<file path="src/rtl/dfim_pkg.sv">
// Constants, register map and bus states for the diagnostic flag and interrupt monitor.
// Assumes a single 25 MHz system clock; all byte offsets address the lower page.
package dfim_pkg;

	// Sizes
	localparam int NUM_LANE = 4;
	localparam int NUM_ATTR = 10;
	localparam int NUM_FLAG_BYTES = 8;
	localparam int SYNC_W = 3 + 3 * NUM_LANE;

	// Diagnostic readings, MSB at the even byte
	localparam logic [7:0] OFS_TEMP = 8'h16;
	localparam logic [7:0] OFS_VCC = 8'h1A;
	localparam logic [7:0] OFS_RX_PWR1 = 8'h22;
	localparam logic [7:0] OFS_RX_PWR2 = 8'h24;
	localparam logic [7:0] OFS_RX_PWR3 = 8'h26;
	localparam logic [7:0] OFS_RX_PWR4 = 8'h28;
	localparam logic [7:0] OFS_BIAS1 = 8'h2A;
	localparam logic [7:0] OFS_BIAS2 = 8'h2C;
	localparam logic [7:0] OFS_BIAS3 = 8'h2E;
	localparam logic [7:0] OFS_BIAS4 = 8'h30;
	localparam logic [7:0] LANE_BLOCK_BYTES = 8'h10;

	// Flags, masks and lane control
	localparam logic [7:0] OFS_FLAG_BASE = 8'h03;
	localparam logic [7:0] OFS_MASK_BASE = 8'h64;
	localparam logic [7:0] OFS_LANE_DEACT = 8'h56;
	localparam logic [7:0] OFS_SQ_DIS = 8'h62;
	localparam logic [7:0] FLAG_USED [NUM_FLAG_BYTES] = '{
		8'hFF, 8'h0F, 8'hF0, 8'hF0, 8'hFF, 8'hFF, 8'hFF, 8'hFF};

	// Attribute indices in the reading array
	localparam logic [3:0] ATTR_TEMP = 4'h0;
	localparam logic [3:0] ATTR_VCC = 4'h1;
	localparam logic [3:0] ATTR_RX1 = 4'h2;

	// Reset values
	localparam logic [7:0] MASK_RST = 8'h00;
	localparam logic [7:0] CTRL_RST = 8'h00;
	localparam logic [SYNC_W-1:0] SYNC_RST = 15'h7000;

	// Target address on the management bus, arbitrary value
	localparam logic [6:0] DEV_ADDR = 7'h50;

	// Power-on initialisation time
	localparam int unsigned MCLK_HZ = 25_000_000;
	localparam int unsigned INIT_TIME_MS = 2000;
	localparam int unsigned INIT_CYCLES_DFLT = INIT_TIME_MS * (MCLK_HZ / 1000);
	localparam int INIT_CNT_W = 26;

	typedef enum logic [2:0] {
		ST_IDLE = 3'b000,
		ST_RX = 3'b001,
		ST_ACK = 3'b010,
		ST_TX = 3'b011,
		ST_TXACK = 3'b100
	} dfim_state_e;

endpackage : dfim_pkg

</file>
<file path="src/rtl/dfim_monitor.sv">
// Monitoring, latched flags, alert output and lane squelch/disable of a four-lane module,
// reached through a two-wire serial target port.
// Assumes readings and thresholds come from logic on i_mclk; pins are asynchronous.
`timescale 1ns/10ps

// Behaviour
// Compare every reading with alarm and warning thresholds; flag violations.
// Flag transmit loss of input signal and transmit fault per lane.
// Flag receive loss of optical input per lane.
// Flags stay latched after their cause disappears.
// Reading a flag byte clears its latched flags.
// Each flag has a mask bit; a set mask keeps it off the alert.
// Mask bits are volatile and return to zero on reset.
// Transmit loss of signal squelches its lane unless squelch disabled.
// Transmit fault or host deactivation disables the transmit lane.
// Receive loss squelches output unless disabled; host deactivation always squelches.
// Drive a hardware alert output for alarm, warning, loss and fault events.
// Temperature reading at bytes 22 and 23.
// Supply voltage reading at bytes 26 and 27.
// Laser bias lanes one to four at bytes 42 through 49.
// Receive power lanes one to four at bytes 34 through 41.
// Host reads each two-byte field in one uninterrupted read.
// Management port acts only as a bus target.
// Serial access enabled within 2000 ms of power-up.
// Bus clock up to 400 kHz handled correctly.
// Alert is active low while any unmasked latched flag remains set.
module dfim_monitor #(
	parameter int unsigned INIT_CYCLES = dfim_pkg::INIT_CYCLES_DFLT
) (
	// Clock and reset
	input wire logic i_mclk,
	input wire logic i_nrst,
	// Two-wire management port
	input wire logic i_scl,
	input wire logic i_sda,
	output logic o_sda_out,
	output logic o_sda_oe_n,
	input wire logic i_module_select_n,
	// Lane status pins
	input wire logic [dfim_pkg::NUM_LANE-1:0] i_tx_los,
	input wire logic [dfim_pkg::NUM_LANE-1:0] i_tx_fault,
	input wire logic [dfim_pkg::NUM_LANE-1:0] i_rx_los,
	// Readings and thresholds
	input wire logic [dfim_pkg::NUM_ATTR-1:0][15:0] i_reading,
	input wire logic [dfim_pkg::NUM_ATTR-1:0][15:0] i_alarm_hi,
	input wire logic [dfim_pkg::NUM_ATTR-1:0][15:0] i_alarm_lo,
	input wire logic [dfim_pkg::NUM_ATTR-1:0][15:0] i_warn_hi,
	input wire logic [dfim_pkg::NUM_ATTR-1:0][15:0] i_warn_lo,
	// Lane control and alert
	output logic [dfim_pkg::NUM_LANE-1:0] o_tx_squelch,
	output logic [dfim_pkg::NUM_LANE-1:0] o_tx_disable,
	output logic [dfim_pkg::NUM_LANE-1:0] o_rx_squelch,
	output logic o_host_alert_n,
	output logic o_mgmt_ready
);
	import dfim_pkg::*;

	logic [SYNC_W-1:0] sync_meta_r;
	logic [SYNC_W-1:0] sync_r;
	logic scl_d_r;
	logic sda_d_r;
	logic scl;
	logic sda;
	logic sel_n;
	logic [NUM_LANE-1:0] tx_los;
	logic [NUM_LANE-1:0] tx_fault;
	logic [NUM_LANE-1:0] rx_los;
	logic scl_rise;
	logic scl_fall;
	logic start_det;
	logic stop_det;

	logic [INIT_CNT_W-1:0] init_cnt_r;
	logic ready_r;

	logic [NUM_ATTR-1:0][3:0] attr_cond;
	logic [7:0] flag_set [NUM_FLAG_BYTES];
	logic [7:0] flag_r [NUM_FLAG_BYTES];
	logic [7:0] mask_r [NUM_FLAG_BYTES];
	logic [NUM_FLAG_BYTES-1:0] flag_clr;
	logic [7:0] deact_r;
	logic [7:0] sqdis_r;
	logic pending;

	dfim_state_e state_r;
	logic [7:0] sh_r;
	logic [3:0] cnt_r;
	logic first_r;
	logic ptr_phase_r;
	logic rw_r;
	logic nack_r;
	logic [7:0] ptr_r;
	logic sda_oe_n_r;
	logic sda_out_r;
	logic [7:0] hold_lsb_r;
	logic [7:0] hold_ptr_r;
	logic hold_vld_r;
	logic bus_go;
	logic tx_load;
	logic tx_done;
	logic wr_en;

	logic [7:0] rd_byte;
	logic rd_attr_vld;
	logic [3:0] rd_attr_idx;
	logic [7:0] flag_off;
	logic [7:0] mask_off;
	logic [7:0] lane_off;

	// Pins pass two flops; edges come only from the second stage
	always_ff @(posedge i_mclk or negedge i_nrst) begin
		if (!i_nrst) begin
			sync_meta_r <= SYNC_RST;
			sync_r <= SYNC_RST;
			scl_d_r <= 1'b1;
			sda_d_r <= 1'b1;
		end else begin
			sync_meta_r <= {i_scl, i_sda, i_module_select_n, i_tx_los, i_tx_fault, i_rx_los};
			sync_r <= sync_meta_r;
			scl_d_r <= sync_r[SYNC_W-1];
			sda_d_r <= sync_r[SYNC_W-2];
		end
	end

	assign scl = sync_r[SYNC_W-1];
	assign sda = sync_r[SYNC_W-2];
	assign sel_n = sync_r[SYNC_W-3];
	assign tx_los = sync_r[3*NUM_LANE-1:2*NUM_LANE];
	assign tx_fault = sync_r[2*NUM_LANE-1:NUM_LANE];
	assign rx_los = sync_r[NUM_LANE-1:0];
	// oversampled edges
	assign scl_rise = scl & ~scl_d_r;
	assign scl_fall = ~scl & scl_d_r;
	assign start_det = scl & scl_d_r & sda_d_r & ~sda;
	assign stop_det = scl & scl_d_r & ~sda_d_r & sda;

	// power-on access delay
	always_ff @(posedge i_mclk or negedge i_nrst) begin
		if (!i_nrst) begin
			init_cnt_r <= '0;
			ready_r <= 1'b0;
		end else if (!ready_r) begin
			if (init_cnt_r == INIT_CNT_W'(INIT_CYCLES - 1)) begin
				ready_r <= 1'b1;
			end
			init_cnt_r <= init_cnt_r + 1'b1;
		end
	end

	// threshold compare, temperature signed
	always_comb begin
		for (int i = 0; i < NUM_ATTR; i++) begin
			if (i == int'(ATTR_TEMP)) begin
				attr_cond[i][3] = $signed(i_reading[i]) > $signed(i_alarm_hi[i]);
				attr_cond[i][2] = $signed(i_reading[i]) < $signed(i_alarm_lo[i]);
				attr_cond[i][1] = $signed(i_reading[i]) > $signed(i_warn_hi[i]);
				attr_cond[i][0] = $signed(i_reading[i]) < $signed(i_warn_lo[i]);
			end else begin
				attr_cond[i][3] = i_reading[i] > i_alarm_hi[i];
				attr_cond[i][2] = i_reading[i] < i_alarm_lo[i];
				attr_cond[i][1] = i_reading[i] > i_warn_hi[i];
				attr_cond[i][0] = i_reading[i] < i_warn_lo[i];
			end
		end
	end

	// lane events into flag bytes
	always_comb begin
		flag_set[0] = {tx_los, rx_los};
		flag_set[1] = {4'h0, tx_fault};
		flag_set[2] = {attr_cond[ATTR_TEMP], 4'h0};
		flag_set[3] = {attr_cond[ATTR_VCC], 4'h0};
		for (int k = 0; k < 4; k++) begin
			flag_set[4 + k] = {attr_cond[2 + 2 * k], attr_cond[3 + 2 * k]};
		end
	end

	// latched flags, a new event wins over the read clear
	always_ff @(posedge i_mclk or negedge i_nrst) begin
		if (!i_nrst) begin
			for (int k = 0; k < NUM_FLAG_BYTES; k++) begin
				flag_r[k] <= 8'h00;
			end
		end else begin
			for (int k = 0; k < NUM_FLAG_BYTES; k++) begin
				flag_r[k] <= (flag_r[k] & ~{8{flag_clr[k]}}) | flag_set[k];
			end
		end
	end

	// unmasked pending flags
	always_comb begin
		pending = 1'b0;
		for (int k = 0; k < NUM_FLAG_BYTES; k++) begin
			pending = pending | (|(flag_r[k] & ~mask_r[k]));
		end
	end

	// masks and lane control cleared on every reset
	always_ff @(posedge i_mclk or negedge i_nrst) begin
		if (!i_nrst) begin
			for (int k = 0; k < NUM_FLAG_BYTES; k++) begin
				mask_r[k] <= MASK_RST;
			end
			deact_r <= CTRL_RST;
			sqdis_r <= CTRL_RST;
		end else if (wr_en) begin
			if (mask_off < 8'(NUM_FLAG_BYTES)) begin
				mask_r[mask_off[2:0]] <= sh_r & FLAG_USED[mask_off[2:0]];
			end
			if (ptr_r == OFS_LANE_DEACT) begin
				deact_r <= sh_r;
			end
			if (ptr_r == OFS_SQ_DIS) begin
				sqdis_r <= sh_r;
			end
		end
	end

	// Lane outputs and alert
	always_ff @(posedge i_mclk or negedge i_nrst) begin
		if (!i_nrst) begin
			o_tx_squelch <= '0;
			o_tx_disable <= '0;
			o_rx_squelch <= '0;
			o_host_alert_n <= 1'b1;
			o_mgmt_ready <= 1'b0;
		end else begin
			// transmit squelch
			o_tx_squelch <= tx_los & ~sqdis_r[NUM_LANE-1:0];
			// transmit disable
			o_tx_disable <= tx_fault | deact_r[NUM_LANE-1:0];
			// receive squelch
			o_rx_squelch <= (rx_los & ~sqdis_r[7:4]) | deact_r[7:4];
			// active-low alert
			o_host_alert_n <= ~pending;
			o_mgmt_ready <= ready_r;
		end
	end

	// Read decode
	assign flag_off = ptr_r - OFS_FLAG_BASE;
	assign mask_off = ptr_r - OFS_MASK_BASE;
	assign lane_off = ptr_r - OFS_RX_PWR1;

	// reading map
	always_comb begin
		rd_attr_vld = 1'b1;
		rd_attr_idx = ATTR_TEMP;
		if ((ptr_r & 8'hFE) == OFS_TEMP) begin
			rd_attr_idx = ATTR_TEMP;
		end else if ((ptr_r & 8'hFE) == OFS_VCC) begin
			rd_attr_idx = ATTR_VCC;
		end else if (lane_off < LANE_BLOCK_BYTES) begin
			rd_attr_idx = ATTR_RX1 + lane_off[4:1];
		end else begin
			rd_attr_vld = 1'b0;
		end
	end

	// low byte served from the copy taken with the high byte
	always_comb begin
		rd_byte = 8'h00;
		if (rd_attr_vld) begin
			if (!ptr_r[0]) begin
				rd_byte = i_reading[rd_attr_idx][15:8];
			end else if (hold_vld_r && hold_ptr_r == ptr_r) begin
				rd_byte = hold_lsb_r;
			end else begin
				rd_byte = i_reading[rd_attr_idx][7:0];
			end
		end else if (flag_off < 8'(NUM_FLAG_BYTES)) begin
			rd_byte = flag_r[flag_off[2:0]];
		end else if (mask_off < 8'(NUM_FLAG_BYTES)) begin
			rd_byte = mask_r[mask_off[2:0]];
		end else if (ptr_r == OFS_LANE_DEACT) begin
			rd_byte = deact_r;
		end else if (ptr_r == OFS_SQ_DIS) begin
			rd_byte = sqdis_r;
		end
	end

	assign bus_go = ready_r & ~stop_det & ~(start_det & ~sel_n);
	assign tx_load = bus_go & scl_fall & (((state_r == ST_ACK) & rw_r)
		| ((state_r == ST_TXACK) & ~nack_r));
	assign tx_done = bus_go & scl_fall & (state_r == ST_TX) & (cnt_r == 4'h8);
	assign wr_en = bus_go & scl_fall & (state_r == ST_RX) & (cnt_r == 4'h8)
		& ~first_r & ~ptr_phase_r;

	// clear a flag byte once it has gone out on the bus
	always_comb begin
		flag_clr = '0;
		if (tx_done && flag_off < 8'(NUM_FLAG_BYTES)) begin
			flag_clr[flag_off[2:0]] = 1'b1;
		end
	end

	// Coherent copy of the low byte
	always_ff @(posedge i_mclk or negedge i_nrst) begin
		if (!i_nrst) begin
			hold_lsb_r <= 8'h00;
			hold_ptr_r <= 8'h00;
			hold_vld_r <= 1'b0;
		end else if (tx_load) begin
			hold_vld_r <= rd_attr_vld & ~ptr_r[0];
			hold_ptr_r <= ptr_r + 8'h01;
			hold_lsb_r <= i_reading[rd_attr_idx][7:0];
		end
	end

	// target-only bus engine; never drives the clock
	always_ff @(posedge i_mclk or negedge i_nrst) begin
		if (!i_nrst) begin
			state_r <= ST_IDLE;
			sh_r <= 8'h00;
			cnt_r <= 4'h0;
			first_r <= 1'b0;
			ptr_phase_r <= 1'b0;
			rw_r <= 1'b0;
			nack_r <= 1'b0;
			ptr_r <= 8'h00;
			sda_oe_n_r <= 1'b1;
		end else if (stop_det || !ready_r) begin
			state_r <= ST_IDLE;
			sda_oe_n_r <= 1'b1;
		end else if (start_det && !sel_n) begin
			state_r <= ST_RX;
			cnt_r <= 4'h0;
			first_r <= 1'b1;
			sda_oe_n_r <= 1'b1;
		end else begin
			unique case (state_r)
				ST_IDLE: begin
					sda_oe_n_r <= 1'b1;
				end
				ST_RX: begin
					if (scl_rise) begin
						sh_r <= {sh_r[6:0], sda};
						cnt_r <= cnt_r + 4'h1;
					end else if (scl_fall && cnt_r == 4'h8) begin
						if (first_r && sh_r[7:1] != DEV_ADDR) begin
							state_r <= ST_IDLE;
						end else begin
							if (first_r) begin
								rw_r <= sh_r[0];
								ptr_phase_r <= ~sh_r[0];
							end else if (ptr_phase_r) begin
								ptr_r <= sh_r;
								ptr_phase_r <= 1'b0;
							end else begin
								ptr_r <= ptr_r + 8'h01;
							end
							state_r <= ST_ACK;
							sda_oe_n_r <= 1'b0;
						end
					end
				end
				ST_ACK: begin
					if (scl_fall) begin
						first_r <= 1'b0;
						cnt_r <= 4'h0;
						if (rw_r) begin
							state_r <= ST_TX;
							sh_r <= rd_byte;
							sda_oe_n_r <= rd_byte[7];
						end else begin
							state_r <= ST_RX;
							sda_oe_n_r <= 1'b1;
						end
					end
				end
				ST_TX: begin
					if (scl_rise) begin
						cnt_r <= cnt_r + 4'h1;
					end else if (scl_fall) begin
						if (cnt_r == 4'h8) begin
							sda_oe_n_r <= 1'b1;
							state_r <= ST_TXACK;
							ptr_r <= ptr_r + 8'h01;
						end else begin
							sh_r <= {sh_r[6:0], 1'b0};
							sda_oe_n_r <= sh_r[6];
						end
					end
				end
				ST_TXACK: begin
					if (scl_rise) begin
						nack_r <= sda;
					end else if (scl_fall) begin
						cnt_r <= 4'h0;
						if (nack_r) begin
							state_r <= ST_IDLE;
						end else begin
							state_r <= ST_TX;
							sh_r <= rd_byte;
							sda_oe_n_r <= rd_byte[7];
						end
					end
				end
				default: begin
					state_r <= ST_IDLE;
				end
			endcase
		end
	end

	// Open drain: the data pin is only ever pulled low
	always_ff @(posedge i_mclk or negedge i_nrst) begin
		if (!i_nrst) begin
			sda_out_r <= 1'b0;
		end else begin
			sda_out_r <= 1'b0;
		end
	end

	assign o_sda_out = sda_out_r;
	assign o_sda_oe_n = sda_oe_n_r;

endmodule : dfim_monitor

</file>
<file path="config.mk">
export PLATFORM = sky130hd
export DESIGN_NAME = dfim_monitor
export DESIGN_NICKNAME = d
export VERILOG_FILES = /design/src/rtl/dfim_pkg.sv /design/src/rtl/dfim_monitor.sv
export SDC_FILE = /design/constraint.sdc
export NUM_CORES = 2
export LEC_CHECK = 0
export BUFFER_PORTS_ARGS = -buffer_cell sky130_fd_sc_hd__clkbuf_2
export CAP_MARGIN = 0
export CORE_AREA = 8 8 322 324
export CTS_CLUSTER_DIAMETER = 80
export CTS_CLUSTER_SIZE = 28
export DETAILED_ROUTE_END_ITERATION = 7
export DIE_AREA = 0 0 330 332
export GPL_TIMING_DRIVEN = 0
export PLACE_DENSITY = 0.54
export SLEW_MARGIN = 0
export SYNTH_ARGS = -nofsm -noshare
export SYNTH_HDL_FRONTEND = slang
export SYNTH_SLANG_ARGS = --single-unit
export TNS_END_PERCENT = 20
</file>
<file path="constraint.sdc">
create_clock -name i_mclk -period 5.6 [get_ports i_mclk]
set_input_delay 0.28 -clock i_mclk [delete_from_list [all_inputs] [get_ports i_mclk]]
set_output_delay 0.28 -clock i_mclk [all_outputs]
set_load 0.1 [all_outputs]
</file>
==> impl_metrics.json <==
{
  "outcome": "finished, final reports clean",
  "postRouteAntennaNets": 0,
  "crit_chain": "buf_2 -> inv_1 -> clkbuf_1 -> ha_1 -> nor3b_2 -> mux2_2 -> a31oi_4 -> clkbuf_1 -> nand2_1 -> a21oi_1 -> nor3_1 -> a2111oi_0 -> a211o_1",
  "drv_cap": 0,
  "synth_cell_type_count": 85,
  "r2r_end": "sh_r[6]",
  "internal_power_mw": 3.57,
  "clock_skew_ps": 28.9,
  "placed_area_um2": 35100,
  "hp-class": "in -> reg",
  "syn-num-nets": 4924,
  "worst-setup-path-type": "reg -> reg",
  "yosys_most_used_dff": "dfrtp_1",
  "p_seq_share_pct": 33.8,
  "post-route-period-util_pct": 94.3,
  "cp_max_fo": 13,
  "tritoncts": "done",
  "power_switching_mw": 2.11,
  "crit_end": "sh_r[6]",
  "pre_cts_ws_ps": 472,
  "rows": 116,
  "final_cells": 5682,
  "h-tree-depth": 1,
  "core-area_um2": 99000,
  "p_leak_nw": 20.3,
  "end_kind": "flip-flop",
  "critPathBufInv": 4,
  "drt_drc_violations_left": 0,
  "groute.layer.met3.usage_pct": 6.49,
  "cts_buffers": 25,
  "syn-cell-area_um2": 29300,
  "path_clk_slew_ps": 90,
  "post-route-min-period_ps": 5280,
  "maxSlewHeadroom_pct": 15.4,
  "die_w_um": 330,
  "cp.required_ps": 6140,
  "yosysWarnings": 0,
  "startpoint": "ptr_r[1]",
  "max_freq_mhz": 189,
  "drtIter0Drc": 2289,
  "syn_avg_cell_area_um2": 8.44,
  "worst_pin_slew_ps": 1240,
  "start_util_pct": 29.6,
  "insertion_delay_ps": 620,
  "synth_top_area_cell": "ha_1",
  "clockBufferDepth": 3,
  "die_h_um": 332,
  "totalPowerFinal_mw": 5.68,
  "synth_edf_count": 0,
  "p_clk_share_pct": 36.9,
  "cp_num_cells": 13,
  "hp-start": "i_warn_lo[43]",
  "setup_viol_count_final": 0,
  "fin_area_um2": 36400,
  "multi_input_area_um2": 19700,
  "cts-resized-gates": 0,
  "synth_seq_cells": 262,
  "cp_data_arrival_time_ps": 5820,
  "dp_hpwl_um": 129000,
  "drtPass1Iterations": 5,
  "synthToLayoutAreaGrowth_pct": 24.2,
  "via_count": 29541,
  "critPathSlowestCell": "clkbuf_1",
  "grt-busiest-layer": "met2",
  "drv_slew": 0,
  "crit_family": "buffers and inverters",
  "root_buffer": "clkbuf_16",
  "met1_usage_pct": 32.8,
  "yosysSeqAreaShare_pct": 22.4,
  "dp.cells": 5601,
  "final_nets": 5800,
  "io_buffers": 831,
  "io_pins": 833,
  "grt_use_met2_pct": 44.4,
  "yosys.area.top_type_share_pct": 27.2,
  "grt_pass1_wl_um": 212000,
  "combPwrFrac_pct": 29.3,
  "path_common_cell": "clkbuf_1",
  "timing.rr.start": "ptr_r[1]",
  "p_sw_share_pct": 37.1,
  "hold_viol_final": 0,
  "rsz0062_at_grt": "false",
  "peakVddDrop_uv": 206,
  "postCtsSetupRepairBufs": 0,
  "grt_usage_pct": 26.2,
  "antenna_found_initial": 28,
  "syn_inst": 3470,
  "die_area_um2": 110000,
  "regArea_um2": 6570,
  "drt_wl_total_um": 149000,
  "tns_ps": 0,
  "power_density_nw_per_um2": 156,
  "reg2reg_depth": 13,
  "grt_max_degree": 104,
  "avgRoutedWirePerCell_um": 26.2,
  "cts.sinks": 262,
  "reg2reg_slack_ps": 320,
  "grt_pass1_vias": 30317,
  "synthArstFlopShare_pct": 100,
  "grt-ovfl-total": 0,
  "drive_gt1_share_pct": 24.3,
  "place_congestion": 0.998,
  "setup_ws_ps": 319,
  "vias_per_cell": 5.20,
  "max_stage_delay_ps": 740,
  "synthTopCellsByArea": "ha_1 27%, dfrtp_1 22%, inv_1 9.2%",
  "start_kind": "flip-flop",
  "fillerInstances": 10546
}
metal layers:
| metal | part of all wire [%] | routed length (um) | vias to the layer above |
|---|---|---|---|
| li1 | - | - | 14021 |
| met1 | 42 | 62300 | 14157 |
| met2 | 47 | 70400 | 1156 |
| met3 | 7.7 | 11500 | 203 |
| met4 | 3.1 | 4670 | 4 |
| met5 | 0.015 | 22 | - |
worst min-delay path: stages:
cell      delay [ps]
clkbuf_2          80
inv_1             40
ha_1             130
o41ai_1           90
synth_stat cells, types with 31 or more instances:
| cell | n |
|---|---|
| a211oi_1 | 51 |
| a21o_1 | 135 |
| a21oi_1 | 227 |
| a221oi_1 | 34 |
| clkbuf_1 | 31 |
| dfrtp_1 | 252 |
| ha_1 | 637 |
| inv_1 | 716 |
| mux2_2 | 81 |
| mux2i_1 | 44 |
| mux4_2 | 32 |
| nand2_1 | 178 |
| nand2b_1 | 39 |
| nand3_1 | 69 |
| nand4_1 | 109 |
| nor2_1 | 117 |
| nor2b_1 | 52 |
| nor3_1 | 53 |
| o21a_1 | 57 |
| o21ai_0 | 193 |
| o22ai_1 | 39 |
| xnor2_1 | 36 |
repair_timing:
item / CTS / global route
setup endpoints to repair: 0 / 0
hold buffers: 16 / 0
hold endpoints to repair: 79 / 0
cells in the final DEF (no fill, tap or decap), types with 7 or more instances in the layout:
| cell type | count |
|---|---|
| nor2b_1 | 52 |
| nor2_1 | 117 |
| ha_1 | 637 |
| inv_1 | 716 |
| a22o_1 | 15 |
| or2_2 | 12 |
| o22ai_1 | 39 |
| dfrtp_1 | 252 |
| clkbuf_16 | 25 |
| clkbuf_2 | 831 |
| a21o_1 | 135 |
| a31oi_1 | 14 |
| dlygate4sd3_1 | 16 |
| buf_2 | 17 |
| xor2_1 | 9 |
| nor4_1 | 24 |
| a211oi_1 | 51 |
| nand2_1 | 178 |
| a22oi_1 | 10 |
| mux2i_1 | 44 |
| mux2_2 | 81 |
| o21a_1 | 57 |
| nor3_1 | 53 |
| nand3_1 | 69 |
| a21boi_0 | 25 |
| nand4_1 | 109 |
| a21oi_1 | 227 |
| diode_2 | 19 |
| nand2b_1 | 39 |
| mux4_2 | 32 |
| xnor2_1 | 36 |
| clkinv_16 | 7 |
| a221o_1 | 7 |
| o21ai_0 | 193 |
| dfstp_2 | 10 |
| clkbuf_1 | 31 |
| and2_1 | 10 |
| o211ai_1 | 28 |
| a221oi_1 | 34 |
power groups by stage:
stage               Combinational (mW)  Clock [mW]  Sequential, mW
finish                            1.66        2.10            1.92
global route                      1.88        2.22            1.92
CTS                               1.66        2.15            1.92
detailed placement                1.64           0            1.96
global placement                  1.61           0            1.96
floorplan                        0.811           0            1.99
cell type report:
cell class / instances / share of cell area (%)
inverters: 718 / 7.41
clock buffers: 25 / 1.72
flip-flops and latches: 262 / 18.1
diodes: 19 / 0.131
multi-input cells: 2427 / 54.2
well taps: 1298 / 4.46
clock inverters: 21 / 1.13
plain buffers: 63 / 0.815
repair buffers: 849 / 12.0
through the flow:
stage	utilization, %	hold slack (ps)
6_report	36.8	50.8
5_1_grt	36.8	73.7
4_1_cts	36.7	37.2
3_5_place_dp	35.5	335
3_3_place_gp	35.4	337
2_1_floorplan	-	-15.6
state kept, by name, summed over array words and instances (netlist names), 8 cells and up:
| signal | cells |
|---|---|
| flag_r | 64 |
| sync_r | 15 |
| sqdis_r | 8 |
| ptr_r | 8 |
| init_cnt_r | 26 |
| sh_r | 8 |
| mask_r | 64 |
| hold_ptr_r | 8 |
| deact_r | 8 |
| hold_lsb_r | 8 |
| sync_meta_r | 15 |
cell families (layout without fill, tap and decap cells):
group	Yosys count	count (layout)	share of synthesized area, %
xor+xnor	46	46	1.40
simple gates	699	699	12.1
buf+inv	781	1676	10.2
flops	262	262	22.4
mux	158	158	7.12
other cells	1	20	0.0128
fa+ha+maj	637	637	27.2
compound gates	886	886	19.5
how the worst min path moves through the flow:
stage	endpoint	slack (ps)	cells past startpoint
floorplan	cnt_r[0]	-20	0
global placement	sync_r[5]	340	0
detailed placement	sync_r[9]	330	0
CTS	flag_r[28]	40	4
global route	flag_r[28]	70	4
finish	flag_r[28]	50	4
Power figures use the tool's default switching activity.
